File: src/verilog/bus_port_pkg.sv
package bus_port_pkg;

   localparam logic [7:0] OFS_CTRL_HI = 8'h00;
   localparam logic [7:0] OFS_CTRL_LO = 8'h04;
   localparam logic [7:0] OFS_ADDR_LO = 8'h08;
   localparam logic [7:0] OFS_ADDR_HI = 8'h0c;
   localparam logic [7:0] OFS_DIN_LO = 8'h10;
   localparam logic [7:0] OFS_DIN_HI = 8'h14;
   localparam logic [7:0] OFS_MODE_HI = 8'h18;
   localparam logic [7:0] OFS_WAIT_CFG = 8'h1c;
   localparam logic [7:0] OFS_PIN_EN_LO = 8'h20;
   localparam logic [7:0] OFS_PIN_EN_HI = 8'h24;

   localparam logic [7:0] RST_REG = 8'h00;

   // control_high_reg fields
   localparam int CH_ENABLE = 7;
   localparam int CH_MUX = 3;
   localparam int CH_BYTE_PIN_EN = 2;
   localparam int CH_WRITE_PIN_EN = 1;
   localparam int CH_READ_PIN_EN = 0;
   // control_low_reg fields
   localparam int CL_CS_FUNC = 6;
   localparam int CL_LATCH_POL = 5;
   localparam int CL_CS2_POL = 4;
   localparam int CL_CS1_POL = 3;
   localparam int CL_BYTE_POL = 2;
   localparam int CL_WRITE_POL = 1;
   localparam int CL_READ_POL = 0;
   // mode_high_reg fields
   localparam int MH_BUSY = 7;
   localparam int MH_IRQ = 5;
   localparam int MH_STEP = 3;
   localparam int MH_WIDE = 2;
   localparam int MH_MODE = 0;
   // master_wait_config fields
   localparam int MW_BEGIN = 6;
   localparam int MW_MIDDLE = 2;
   localparam int MW_END = 0;
   // high_address_byte select bits
   localparam int AH_SEL_ONE = 6;
   localparam int AH_SEL_TWO = 7;

   localparam logic [1:0] MUX_DEMUX = 2'h0;
   localparam logic [1:0] MUX_PART = 2'h1;
   localparam logic [1:0] MUX_FULL = 2'h2;
   localparam logic [1:0] STEP_INC = 2'h1;
   localparam logic [1:0] STEP_DEC = 2'h2;
   localparam logic [1:0] MODE_COMBINED = 2'h3;
   localparam logic [1:0] IRQ_EACH = 2'h1;

   typedef enum logic [5:0] {
      S_IDLE = 6'h01,
      S_ALO = 6'h02,
      S_AHI = 6'h04,
      S_SETUP = 6'h08,
      S_STROBE = 6'h10,
      S_HOLD = 6'h20
   } seq_state_t;

   function automatic logic selOneOn(input logic [1:0] csFunc);
      return csFunc[1];
   endfunction : selOneOn

   function automatic logic selTwoOn(input logic [1:0] csFunc);
      return |csFunc;
   endfunction : selTwoOn

endpackage : bus_port_pkg

File: src/verilog/port_sig_if.sv
`timescale 1ns/10ps
interface port_sig_if;
   logic combined;
   logic dirRead;
   logic enStrobe;
   logic rdStrobe;
   logic wrStrobe;
   logic byteEn;
   logic latchLo;
   logic latchHi;
   logic cs1;
   logic cs2;

   modport seq(output combined, dirRead, enStrobe, rdStrobe, wrStrobe, byteEn, latchLo,
      latchHi, cs1, cs2);
   modport drv(input combined, dirRead, enStrobe, rdStrobe, wrStrobe, byteEn, latchLo,
      latchHi, cs1, cs2);
endinterface : port_sig_if
File: src/verilog/addr_stepper.sv
`timescale 1ns/10ps
module addr_stepper import bus_port_pkg::*; (
   input wire logic [15:0] addr,
   input wire logic [1:0] stepMode,
   input wire logic [1:0] csFunc,
   output logic [15:0] steppedAddr
);
   // Bits used as chip selects keep their value; the carry into them is simply dropped
   wire [15:0] keepMask = {selTwoOn(csFunc), selOneOn(csFunc), 14'h0000};
   wire [15:0] upAddr = addr + 16'h0001;
   wire [15:0] downAddr = addr - 16'h0001;
   wire [15:0] moved = (stepMode == STEP_INC) ? upAddr :
      (stepMode == STEP_DEC) ? downAddr : addr;

   assign steppedAddr = (moved & ~keepMask) | (addr & keepMask);
endmodule : addr_stepper

File: src/verilog/parallel_master_bus_port.sv
// The APB register port and the address map were decided locally.
`timescale 1ns/10ps
module parallel_master_bus_port import bus_port_pkg::*; (
   input wire logic clk,
   input wire logic arst_n,
   input wire logic psel,
   input wire logic penable,
   input wire logic pwrite,
   input wire logic [7:0] paddr,
   input wire logic [31:0] pwdata,
   output logic [31:0] prdata,
   output logic pready,
   output logic pslverr,
   input wire logic [7:0] dataIn,
   output logic [7:0] dataOut,
   output logic dataOe,
   output logic readPin,
   output logic readPinEn,
   output logic writePin,
   output logic writePinEn,
   output logic bytePin,
   output logic bytePinEn,
   output logic [15:0] addrPin,
   output logic [15:0] addrPinEn,
   output logic irqReq,
   output logic busy
);

   // Software registers
   logic [7:0] ctrlHi;
   logic [7:0] ctrlLo;
   logic [7:0] addrLo;
   logic [7:0] addrHi;
   logic [7:0] dinLo;
   logic [7:0] dinHi;
   logic [6:0] modeHi;
   logic [7:0] waitCfg;
   logic [7:0] pinEnLo;
   logic [7:0] pinEnHi;

   // Sequencer state
   seq_state_t state;
   seq_state_t next_state;
   logic [3:0] cnt;
   logic [3:0] next_cnt;
   logic byteSel;
   logic next_byte;
   logic opRead;

   port_sig_if sig();

   // APB decode
   wire apbDo = psel & penable;
   wire apbWr = apbDo & pwrite;
   wire apbRd = apbDo & ~pwrite;
   wire hitCtrlHi = (paddr == OFS_CTRL_HI);
   wire hitCtrlLo = (paddr == OFS_CTRL_LO);
   wire hitAddrLo = (paddr == OFS_ADDR_LO);
   wire hitAddrHi = (paddr == OFS_ADDR_HI);
   wire hitDinLo = (paddr == OFS_DIN_LO);
   wire hitDinHi = (paddr == OFS_DIN_HI);
   wire hitModeHi = (paddr == OFS_MODE_HI);
   wire hitWaitCfg = (paddr == OFS_WAIT_CFG);
   wire hitPinEnLo = (paddr == OFS_PIN_EN_LO);
   wire hitPinEnHi = (paddr == OFS_PIN_EN_HI);
   wire mapped = hitCtrlHi | hitCtrlLo | hitAddrLo | hitAddrHi | hitDinLo | hitDinHi |
      hitModeHi | hitWaitCfg | hitPinEnLo | hitPinEnHi;

   // Configuration fields
   wire [1:0] muxSel = ctrlHi[CH_MUX +: 2];
   wire [1:0] csFunc = ctrlLo[CL_CS_FUNC +: 2];
   wire [1:0] masterMode = modeHi[MH_MODE +: 2];
   wire [1:0] stepMode = modeHi[MH_STEP +: 2];
   wire [1:0] irqMode = modeHi[MH_IRQ +: 2];
   wire wide = modeHi[MH_WIDE];
   wire [1:0] begin_wait_field = waitCfg[MW_BEGIN +: 2];
   wire [3:0] middle_wait_field = waitCfg[MW_MIDDLE +: 4];
   wire [1:0] end_wait_field = waitCfg[MW_END +: 2];

   // Wait shaping: begin and end waits only count when the middle wait is non-zero
   wire waitsOn = (middle_wait_field != 4'h0);
   wire useSetup = waitsOn & (begin_wait_field != 2'h0);
   wire useHold = waitsOn & (end_wait_field != 2'h0);
   wire [3:0] setupCnt = {2'h0, begin_wait_field} - 4'h1;
   wire [3:0] holdCnt = {2'h0, end_wait_field} - 4'h1;

   wire cntZero = (cnt == 4'h0);
   wire inData = (state == S_SETUP) | (state == S_STROBE) | (state == S_HOLD);
   wire moreByte = wide & ~byteSel;
   wire byteDone = cntZero & (((state == S_STROBE) & ~useHold) | (state == S_HOLD));
   wire lastCycle = byteDone & ~moreByte;

   // Busy covers every cycle of a transfer except its last
   assign busy = (state != S_IDLE) & ~lastCycle;

   // A start needs the module on and a master mode; while busy it is dropped
   wire startOk = ctrlHi[CH_ENABLE] & masterMode[1] & ~busy;
   wire startRd = apbRd & hitDinLo & startOk;
   wire startWr = apbWr & hitDinLo & startOk;
   wire startAny = startRd | startWr;

   wire addrFirst = (muxSel == MUX_PART) | (muxSel == MUX_FULL);
   seq_state_t entryState;
   seq_state_t launchState;
   assign entryState = useSetup ? S_SETUP : S_STROBE;
   wire [3:0] entryCnt = useSetup ? setupCnt : middle_wait_field;
   assign launchState = addrFirst ? S_ALO : entryState;

   // Read data is taken on the final strobe cycle, when the far side has had longest
   wire capture = (state == S_STROBE) & cntZero & opRead;

   always_comb begin
      next_state = state;
      next_cnt = cnt;
      next_byte = byteSel;
      unique case (state)
         S_IDLE: begin
            if (startAny) begin
               next_state = launchState;
               next_cnt = entryCnt;
               next_byte = 1'b0;
            end
         end
         S_ALO: begin
            if (muxSel == MUX_FULL) begin
               next_state = S_AHI;
            end else begin
               next_state = entryState;
               next_cnt = entryCnt;
            end
         end
         S_AHI: begin
            next_state = entryState;
            next_cnt = entryCnt;
         end
         S_SETUP: begin
            if (cntZero) begin
               next_state = S_STROBE;
               next_cnt = middle_wait_field;
            end else begin
               next_cnt = cnt - 4'h1;
            end
         end
         S_STROBE, S_HOLD: begin
            if (!cntZero) begin
               next_cnt = cnt - 4'h1;
            end else if (state == S_STROBE && useHold) begin
               next_state = S_HOLD;
               next_cnt = holdCnt;
            end else if (moreByte) begin
               // The address phase is shared by both bytes of a halfword
               next_state = entryState;
               next_cnt = entryCnt;
               next_byte = 1'b1;
            end else if (startAny) begin
               next_state = launchState;
               next_cnt = entryCnt;
               next_byte = 1'b0;
            end else begin
               next_state = S_IDLE;
            end
         end
      endcase
   end

   always_ff @(posedge clk or negedge arst_n) begin
      if (!arst_n) begin
         state <= S_IDLE;
         cnt <= 4'h0;
         byteSel <= 1'b0;
      end else begin
         state <= next_state;
         cnt <= next_cnt;
         byteSel <= next_byte;
      end
   end

   always_ff @(posedge clk or negedge arst_n) begin
      if (!arst_n) begin
         opRead <= 1'b0;
      end else if (startAny) begin
         opRead <= startRd;
      end
   end

   // Address stepping after the last cycle; a software write in that cycle wins
   logic [15:0] steppedAddr;
   addr_stepper stepper (
      .addr({addrHi, addrLo}),
      .stepMode(stepMode),
      .csFunc(csFunc),
      .steppedAddr(steppedAddr)
   );
   wire doStep = lastCycle;

   always_ff @(posedge clk or negedge arst_n) begin
      if (!arst_n) begin
         addrLo <= RST_REG;
      end else if (apbWr && hitAddrLo) begin
         addrLo <= pwdata[7:0];
      end else if (doStep) begin
         addrLo <= steppedAddr[7:0];
      end
   end

   always_ff @(posedge clk or negedge arst_n) begin
      if (!arst_n) begin
         addrHi <= RST_REG;
      end else if (apbWr && hitAddrHi) begin
         addrHi <= pwdata[7:0];
      end else if (doStep) begin
         addrHi <= steppedAddr[15:8];
      end
   end

   // Data registers: software writes dinLo only when a write starts, dinHi when not busy, except in the cycle a read captures into it
   always_ff @(posedge clk or negedge arst_n) begin
      if (!arst_n) begin
         dinLo <= RST_REG;
      end else if (startWr) begin
         dinLo <= pwdata[7:0];
      end else if (capture && !byteSel) begin
         dinLo <= dataIn;
      end
   end

   always_ff @(posedge clk or negedge arst_n) begin
      if (!arst_n) begin
         dinHi <= RST_REG;
      end else if (capture && byteSel) begin
         dinHi <= dataIn;
      end else if (apbWr && hitDinHi && !busy) begin
         dinHi <= pwdata[7:0];
      end
   end

   // Plain configuration registers
   always_ff @(posedge clk or negedge arst_n) begin
      if (!arst_n) begin
         ctrlHi <= RST_REG;
         ctrlLo <= RST_REG;
         modeHi <= RST_REG[6:0];
         waitCfg <= RST_REG;
         pinEnLo <= RST_REG;
         pinEnHi <= RST_REG;
      end else if (apbWr) begin
         if (hitCtrlHi) ctrlHi <= pwdata[7:0];
         if (hitCtrlLo) ctrlLo <= pwdata[7:0];
         if (hitModeHi) modeHi <= pwdata[6:0];
         if (hitWaitCfg) waitCfg <= pwdata[7:0];
         if (hitPinEnLo) pinEnLo <= pwdata[7:0];
         if (hitPinEnHi) pinEnHi <= pwdata[7:0];
      end
   end

   // One request pulse per finished transfer, registered
   always_ff @(posedge clk or negedge arst_n) begin
      if (!arst_n) begin
         irqReq <= 1'b0;
      end else begin
         irqReq <= lastCycle & (irqMode == IRQ_EACH);
      end
   end

   // APB answer: zero wait states, error on an unmapped word
   assign pready = 1'b1;
   assign pslverr = apbDo & ~mapped;
   wire [7:0] rdByte =
      hitCtrlHi ? ctrlHi :
      hitCtrlLo ? ctrlLo :
      hitAddrLo ? addrLo :
      hitAddrHi ? addrHi :
      hitDinLo ? dinLo :
      hitDinHi ? dinHi :
      hitModeHi ? {busy, modeHi} :
      hitWaitCfg ? waitCfg :
      hitPinEnLo ? pinEnLo :
      hitPinEnHi ? pinEnHi : 8'h00;
   assign prdata = {24'h000000, rdByte};

   // Logical strobe levels towards the pin driver
   wire active = (state != S_IDLE);
   wire strobeNow = (state == S_STROBE);
   assign sig.combined = (masterMode == MODE_COMBINED);
   assign sig.dirRead = active & opRead;
   assign sig.enStrobe = strobeNow;
   assign sig.rdStrobe = strobeNow & opRead;
   assign sig.wrStrobe = strobeNow & ~opRead;
   assign sig.byteEn = inData & byteSel;
   assign sig.latchLo = (state == S_ALO);
   assign sig.latchHi = (state == S_AHI);
   assign sig.cs1 = active & addrHi[AH_SEL_ONE];
   assign sig.cs2 = active & addrHi[AH_SEL_TWO];

   pin_driver driver (
      .sig(sig),
      .ctrlLo(ctrlLo),
      .muxSel(muxSel),
      .addr({addrHi, addrLo}),
      .readPin(readPin),
      .writePin(writePin),
      .bytePin(bytePin),
      .addrPin(addrPin)
   );

   // Data bus: address bytes in the latch cycles, then the data byte of the transfer
   wire [7:0] hiAddrOnBus = addrHi &
      ~{selTwoOn(csFunc), selOneOn(csFunc), 6'h00};
   assign dataOut = (state == S_ALO) ? addrLo :
      (state == S_AHI) ? hiAddrOnBus :
      byteSel ? dinHi : dinLo;
   assign dataOe = (state == S_ALO) | (state == S_AHI) | (inData & ~opRead);

   // Pin ownership: cleared enables hand the pins back to general I/O
   assign readPinEn = ctrlHi[CH_ENABLE] & ctrlHi[CH_READ_PIN_EN];
   assign writePinEn = ctrlHi[CH_ENABLE] & ctrlHi[CH_WRITE_PIN_EN];
   assign bytePinEn = ctrlHi[CH_ENABLE] & ctrlHi[CH_BYTE_PIN_EN];
   assign addrPinEn = {16{ctrlHi[CH_ENABLE]}} & {pinEnHi, pinEnLo};

endmodule : parallel_master_bus_port

File: src/verilog/pin_driver.sv
`timescale 1ns/10ps
module pin_driver import bus_port_pkg::*; (
   port_sig_if.drv sig,
   input wire logic [7:0] ctrlLo,
   input wire logic [1:0] muxSel,
   input wire logic [15:0] addr,
   output logic readPin,
   output logic writePin,
   output logic bytePin,
   output logic [15:0] addrPin
);
   // Polarity bit set means active high
   function automatic logic pol(input logic level, input logic activeHigh);
      return level ~^ activeHigh;
   endfunction : pol

   wire [1:0] csFunc = ctrlLo[CL_CS_FUNC +: 2];
   wire latchPol = ctrlLo[CL_LATCH_POL];
   // Shared pins: one polarity bit serves whichever function the scheme puts there
   wire readLevel = sig.combined ? sig.dirRead : sig.rdStrobe;
   wire writeLevel = sig.combined ? sig.enStrobe : sig.wrStrobe;

   assign readPin = pol(readLevel, ctrlLo[CL_READ_POL]);
   assign writePin = pol(writeLevel, ctrlLo[CL_WRITE_POL]);
   assign bytePin = pol(sig.byteEn, ctrlLo[CL_BYTE_POL]);

   assign addrPin[0] = (muxSel == MUX_PART || muxSel == MUX_FULL) ?
      pol(sig.latchLo, latchPol) : addr[0];
   assign addrPin[1] = (muxSel == MUX_FULL) ? pol(sig.latchHi, latchPol) : addr[1];
   assign addrPin[13:2] = addr[13:2];
   assign addrPin[14] = selOneOn(csFunc) ? pol(sig.cs1, ctrlLo[CL_CS1_POL]) : addr[14];
   assign addrPin[15] = selTwoOn(csFunc) ? pol(sig.cs2, ctrlLo[CL_CS2_POL]) : addr[15];
endmodule : pin_driver

File: config.mk
export PLATFORM = sky130hd
export DESIGN_NAME = parallel_master_bus_port
export DESIGN_NICKNAME = d
export VERILOG_FILES = /design/src/verilog/bus_port_pkg.sv /design/src/verilog/port_sig_if.sv /design/src/verilog/addr_stepper.sv /design/src/verilog/parallel_master_bus_port.sv /design/src/verilog/pin_driver.sv
export SDC_FILE = /design/constraint.sdc
export NUM_CORES = 1
export LEC_CHECK = 0
export BUFFER_PORTS_ARGS = -buffer_cell sky130_fd_sc_hd__buf_4
export CAP_MARGIN = 40
export CORE_MARGIN = 2
export CORE_UTILIZATION = 45
export CTS_BUF_LIST = sky130_fd_sc_hd__clkbuf_4 sky130_fd_sc_hd__clkbuf_8 sky130_fd_sc_hd__clkbuf_16
export DETAILED_ROUTE_END_ITERATION = 6
export PLACE_DENSITY = 0.67
export SLEW_MARGIN = 20
export SYNTH_ARGS = -nofsm -noshare
export SYNTH_HDL_FRONTEND = slang
export SYNTH_SLANG_ARGS = --single-unit
File: constraint.sdc
create_clock -name clk -period 3 [get_ports clk]
set_input_delay 0.6 -clock clk [delete_from_list [all_inputs] [get_ports clk]]
set_output_delay 0.6 -clock clk [all_outputs]
set_load 0.1 [all_outputs]
==> Word-level counts from Yosys, hierarchy flattened <==
Index checks and enable logic that the tools add are counted.
{ "word_totals": {"rom_bits": 0, "inputBits": 53, "mem_bits_rw": 0, "elab_cells": 197, "latch_bits": 0, "regBits": 92, "n_memories": 0, "output_inout_bits": 83} }
{ "classes": {"shifts": 0, "order_cmp": 0, "n_mux": 52, "n_div": 0, "bitwise_logic": 68, "reduce_logical": 30, "multipliers": 0, "n_eq_ne": 27, "n_addsub": 5} }
{ "ops": {"columns": ["op", "n"], "rows": [
  ["$mux W8", 21],
  ["$and A16 B16 Y16", 3],
  ["$eq A8 B5 Y1 const B", 4],
  ["$mux W16", 2],
  ["$and A1 B1 Y1", 30],
  ["$pmux W6 S5", 1],
  ["$mux W4", 7],
  ["$mux W5", 5],
  ["$mux W6", 4],
  ["$pmux W4 S5", 1],
  ["$add A16 B1 Y16 const B", 1],
  ["$eq A8 B4 Y1 const B", 2],
  ["$eq A8 B6 Y1 const B", 2],
  ["$not A16 Y16", 1],
  ["$or A1 B1 Y1", 16],
  ["$or A16 B16 Y16", 1],
  ["$sub A16 B1 Y16 const B", 1],
  ["$reduce_bool A2 Y1", 7],
  ["$reduce_and A2 Y1", 6],
  ["$mux W1", 10],
  ["$ne A2 B2 Y1 const B", 5],
  ["$and A8 B8 Y8", 1],
  ["$eq A8 B3 Y1 const B", 1],
  ["$logic_not A8 Y1", 1],
  ["other kinds (22)", 49]
]} }

==> Depth between registers and ports, before layout <==
{ "depth": {"depth_word": 18, "depth_mapped": 9, "ltp_nobuf": 9} }

==> Cells and area by module <==
A second synthesis with hierarchy kept.
{ "hier_totals": {"hier_cells": 781, "area_unflattened_um2": 6870.3} }
{ "modules_own_cells": {"columns": ["mod", "n_inst", "seq_area_each_um2", "cells_each", "area_per_inst_um2"], "rows": [
  ["parallel_master_bus_port", 1, 2303.5, 681, 6112.1],
  ["addr_stepper", 1, 0.0, 71, 520.5],
  ["pin_driver", 1, 0.0, 29, 237.7]
]} }

==> Worst setup path after synthesis <==
No wires, ideal clock.
{ "synth_timing": {"path_kind": "input to output", "start": "in paddr[1]", "end": "out prdata[0]", "path_slack_ps": -1791, "path_stages": 7, "t_arrival_ps": 4191, "cell_sequence": "or4_4 > buf_6 > or4_1 > clkbuf_1 > o22ai_1 > o21ai_0 > a211oi_1"} }
{ "synth_between": {"elab_chain_cells": 11, "word_cells_on_any_way": 20, "classes_between": "9 x eq/ne; 10 x mux; 1 x reduce/logical"} }
{ "synth_rtl": {"columns": ["item", "line", "source"], "rows": [
  ["start, declared", "parallel_master_bus_port.sv:9", "input wire logic [7:0] paddr,"],
  ["$eq A8 B6 Y1", "parallel_master_bus_port.sv:65", "wire hitPinEnHi = (paddr == OFS_PIN_EN_HI);"],
  ["$mux W8", "parallel_master_bus_port.sv:278", "hitPinEnHi ? pinEnHi : 8'h00;"],
  ["$mux W8", "parallel_master_bus_port.sv:277", "hitPinEnLo ? pinEnLo :"],
  ["$mux W8", "parallel_master_bus_port.sv:276", "hitWaitCfg ? waitCfg :"],
  ["$mux W8", "parallel_master_bus_port.sv:275", "hitModeHi ? {busy, modeHi} :"],
  ["$mux W8", "parallel_master_bus_port.sv:274", "hitDinHi ? dinHi :"],
  ["$mux W8", "parallel_master_bus_port.sv:273", "hitDinLo ? dinLo :"],
  ["$mux W8", "parallel_master_bus_port.sv:272", "hitAddrHi ? addrHi :"],
  ["$mux W8", "parallel_master_bus_port.sv:271", "hitAddrLo ? addrLo :"],
  ["$mux W8", "parallel_master_bus_port.sv:270", "hitCtrlLo ? ctrlLo :"],
  ["$mux W8 *", "parallel_master_bus_port.sv:269", "hitCtrlHi ? ctrlHi :"],
  ["end, declared", "parallel_master_bus_port.sv:11", "output logic [31:0] prdata,"]
]} }
Every way passes the cells marked *; elsewhere a longest branch is shown, timed or not.

==> Worst setup path in the final report <==
{ "layout_timing": {"start": "in paddr[1]", "end": "out prdata[3]"} }
The elaborated chain is that of the path after synthesis.

==> insert_results.sql <==
INSERT INTO impl_metrics (metric_group, metric, value, unit) VALUES
('grt', 'grt_start_max_net_pins', '68', ''),
('detailed_routing', 'detail-route-antenna-nets', '0', ''),
('grt', 'antenna_found_initial', '0', ''),
('cts', 'clockBufferDepth', '2', ''),
('floorplanning', 'die-width', '129', 'um'),
('finish', 'layout_cell_share_with_drive_strength_beyond_1', '0.355', ''),
('detailed_routing', 'drtIter0Drc', '630', ''),
('grt', 'global_route.usage.met2', '0.417', ''),
('setup_path', 'rrSetupSlack', '380', 'ps'),
('finish', 'finish.net_count', '961', ''),
('timing', 'slew_viol_final', '0', ''),
('timing', 'layout_min_cycle_time', '3080', 'ps'),
('floorplanning', 'chipHeight', '129', 'um'),
('finish', 'antenna-diode-count', '0', ''),
('yosys', 'synth.top_cell.area_share', '0.324', ''),
('detailed_routing', 'drt_pre_antenna_iters', '5', ''),
('finish', 'finalInstanceArea', '8930', 'sq um'),
('place', 'hpwl', '16500', 'um'),
('timing', 'maxSlewHeadroom', '0.449', ''),
('timing', 'worst_pin_slew', '820', 'ps'),
('grt', 'grt_util_met1', '0.385', ''),
('yosys', 'synth_edf_count', '0', ''),
('yosys', 'yosysSeqAreaShare', '0.328', ''),
('yosys', 'synth_seq_cells', '92', ''),
('grt', 'first_pass_grt_wire_length', '34200', 'um'),
('detailed_routing', 'detail_route.wirelength', '22700', 'um'),
('grt', 'grt.met3_usage', '0.0516', ''),
('timing', 'post-route-period-util', '1.03', ''),
('timing', 'finalClockSkew', '9.51', 'ps'),
('grt', 'grt_remaining_overflow', '0', ''),
('grt', 'most_used_routing_layer_in_global_routing', 'met2', ''),
('yosys', 'synthTopCellsByArea', 'sky130_fd_sc_hd__dfrtp_1 32%, sky130_fd_sc_hd__mux2_2 6.7%, sky130_fd_sc_hd__mux2i_1 5.6%, sky130_fd_sc_hd__nor2_1 4.1%, sky130_fd_sc_hd__buf_4 4.0%', ''),
('yosys', 'synthesis.yosys.warnings', '0', ''),
('floorplanning', 'core.rowCount', '45', ''),
('setup_path', 'timing.reg2reg.worst_path_depth', '8', ''),
('timing', 'timing.final.ws_setup', '-84.6', 'ps'),
('place', 'globalplace.congestion', '0.952', ''),
('yosys', 'synthFlopType', 'sky130_fd_sc_hd__dfrtp_1', ''),
('run_status', 'violations', 'negative setup slack', ''),
('setup_path', 'timing.rr.start', 'state[5]', ''),
('floorplanning', 'start_util', '0.461', ''),
('timing', 'fmax', '0.324', 'GHz'),
('power', 'p_leak', '4.02', 'nW'),
('run_status', 'result_of_the_run', 'complete, but fails checks', ''),
('cts', 'cts.root.buffer_cell', 'sky130_fd_sc_hd__clkbuf_16', ''),
('setup_path', 'timing.critical_path.required', '2400', 'ps'),
('yosys', 'post_synth_instance_area', '7030', 'sq um'),
('power', 'total_power', '5.98', 'mW'),
('timing', 'setup_viol', '6', ''),
('power', 'cellPowerDensity', '669', 'nW/um^2'),
('flow_run', 'drv_cap', '0', ''),
('timing', 'worst_hold_slack', '155', 'ps'),
('finish', 'area_growth', '27.1', '%'),
('detailed_routing', 'route.detailed.vias_per_inst', '5.84', ''),
('setup_path', 'worst-path-max-fanout', '4', ''),
('min_path', 'type_of_the_tightest_min_delay_check', 'input port to async pin', ''),
('place', 'postPlaceCellArea', '8170', 'sq um'),
('setup_path', 'worst_setup_path_end_kind', 'output port', ''),
('yosys', 'synth.most_common_cell', 'sky130_fd_sc_hd__dfrtp_1', ''),
('yosys', 'synth.lib_cells_used.distinct', '76', ''),
('cts', 'clock_sink_count', '92', ''),
('place', 'placement.io_buffers', '86', ''),
('cts', 'cts-hold-fix-buffers', '0', ''),
('floorplanning', 'die-area', '16600', 'sq um'),
('floorplanning', 'io_pins', '136', ''),
('cts', 'path_clk_slew', '70', 'ps'),
('yosys', 'yosysTopAreaCell', 'sky130_fd_sc_hd__dfrtp_1', ''),
('detailed_routing', 'post-route-drc-count', '0', ''),
('yosys', 'syn_area_per_cell', '8.71', 'sq um'),
('cts', 'cts-htree-levels', '3', ''),
('cts', 'tritoncts', 'done', '');
==> metrics by stage <==
| stage | TNS, ps | std cells | setup slack, ps |
|---|---|---|---|
| 2_1_floorplan | -1970 | 830 | -515 |
| 3_3_place_gp | -1240 | 1089 | -195 |
| 3_5_place_dp | -1340 | 1089 | -196 |
| 4_1_cts | -172 | 1108 | -45.8 |
| 5_1_grt | -590 | 1115 | -134 |
| 6_report | -303 | 1115 | -84.6 |
==> report_power, final <==
part           total (mW)  internal (mW)  switching (mW)
Clock                1.17          0.656           0.519
Sequential           1.50           1.35           0.157
Combinational        3.30           1.02            2.28
==> kinds of logic (layout without fill, tap and decap cells) <==
kind of cell | Yosys count | in the layout | share of synthesized area
other cells | 2 | 25 | 0.00107
xor+xnor | 32 | 32 | 0.0399
buf+inv | 122 | 196 | 0.0915
fa+ha+maj | 9 | 9 | 0.0160
flops | 92 | 92 | 0.328
mux | 85 | 85 | 0.136
compound gates | 167 | 167 | 0.157
simple gates | 298 | 298 | 0.231
==> sequential cells by signal, summed over array words and instances, names as in the netlist, 8 cells and up, named ones only <==
register,count
dinLo,8
ctrlHi,8
pinEnHi,8
pinEnLo,8
dinHi,8
addrLo,8
waitCfg,8
ctrlLo,8
==> worst max-delay path: stages <==
cell                      delay (ps)
sky130_fd_sc_hd__buf_6            90
sky130_fd_sc_hd__or4_4           570
sky130_fd_sc_hd__or4_4           480
sky130_fd_sc_hd__buf_6           160
sky130_fd_sc_hd__o22ai_1         100
sky130_fd_sc_hd__a21oi_1         100
sky130_fd_sc_hd__nor3_4          190
sky130_fd_sc_hd__buf_12          200
==> cells in the final DEF (no fill, tap or decap), types with 7 or more instances in the layout <==
master and count:
sky130_fd_sc_hd__conb_1 25, sky130_fd_sc_hd__mux2i_1 39, sky130_fd_sc_hd__ha_1 8, sky130_fd_sc_hd__nor3_1 23, sky130_fd_sc_hd__nor2b_1 14, sky130_fd_sc_hd__dfrtp_1 87, sky130_fd_sc_hd__inv_1 20, sky130_fd_sc_hd__nand2_1 63
sky130_fd_sc_hd__nand4_1 8, sky130_fd_sc_hd__buf_6 8, sky130_fd_sc_hd__clkbuf_16 9, sky130_fd_sc_hd__o21ai_1 8, sky130_fd_sc_hd__nand3_1 14, sky130_fd_sc_hd__buf_4 135, sky130_fd_sc_hd__xor2_1 13, sky130_fd_sc_hd__buf_12 11
sky130_fd_sc_hd__o22ai_2 8, sky130_fd_sc_hd__xnor2_1 15, sky130_fd_sc_hd__a21oi_2 7, sky130_fd_sc_hd__mux2_2 42, sky130_fd_sc_hd__o22ai_1 11, sky130_fd_sc_hd__o21ai_2 9, sky130_fd_sc_hd__nor2_1 75, sky130_fd_sc_hd__a21oi_1 36
sky130_fd_sc_hd__and2_1 23, sky130_fd_sc_hd__nor3_2 9, sky130_fd_sc_hd__o21ai_0 28
==> cell type report <==
cell class                      count  area [sq um]
Inverter                           23          91.3
Sequential cell                    92          2310
Tap cell                          211           264
Clock buffer                       10           233
Fill cell                        1358          6330
Multi-Input combinational cell    616          4600
Clock inverter                      6          65.1
Timing Repair Buffer              157          1370
==> how the worst max path moves through the flow <==
stage	cells past startpoint	from	endpoint	slack, ps
global placement	7	paddr[1]	prdata[0]	-200
global route	8	state[3]	prdata[7]	-130
detailed placement	6	paddr[1]	prdata[7]	-200
CTS	7	paddr[1]	prdata[0]	-50
floorplan	7	paddr[1]	prdata[0]	-510
finish	8	paddr[1]	prdata[3]	-80
==> per-layer routing <==
layer | wire length (um) | up-vias
met5 | 0 | -
met3 | 1710 | 37
met4 | 574 | 0
li1 | - | 3002
met2 | 10400 | 307
met1 | 9920 | 3161
==> what timing repair did <==
action | CTS | global route
gates cloned | 0 | 1
pin swaps | 4 | 13
resized for setup | 52 | 43
endpoints found under the setup margin | 15 | 17
buffers inserted | 3 | 6
No activity file was read; power rests on OpenSTA's default activity.
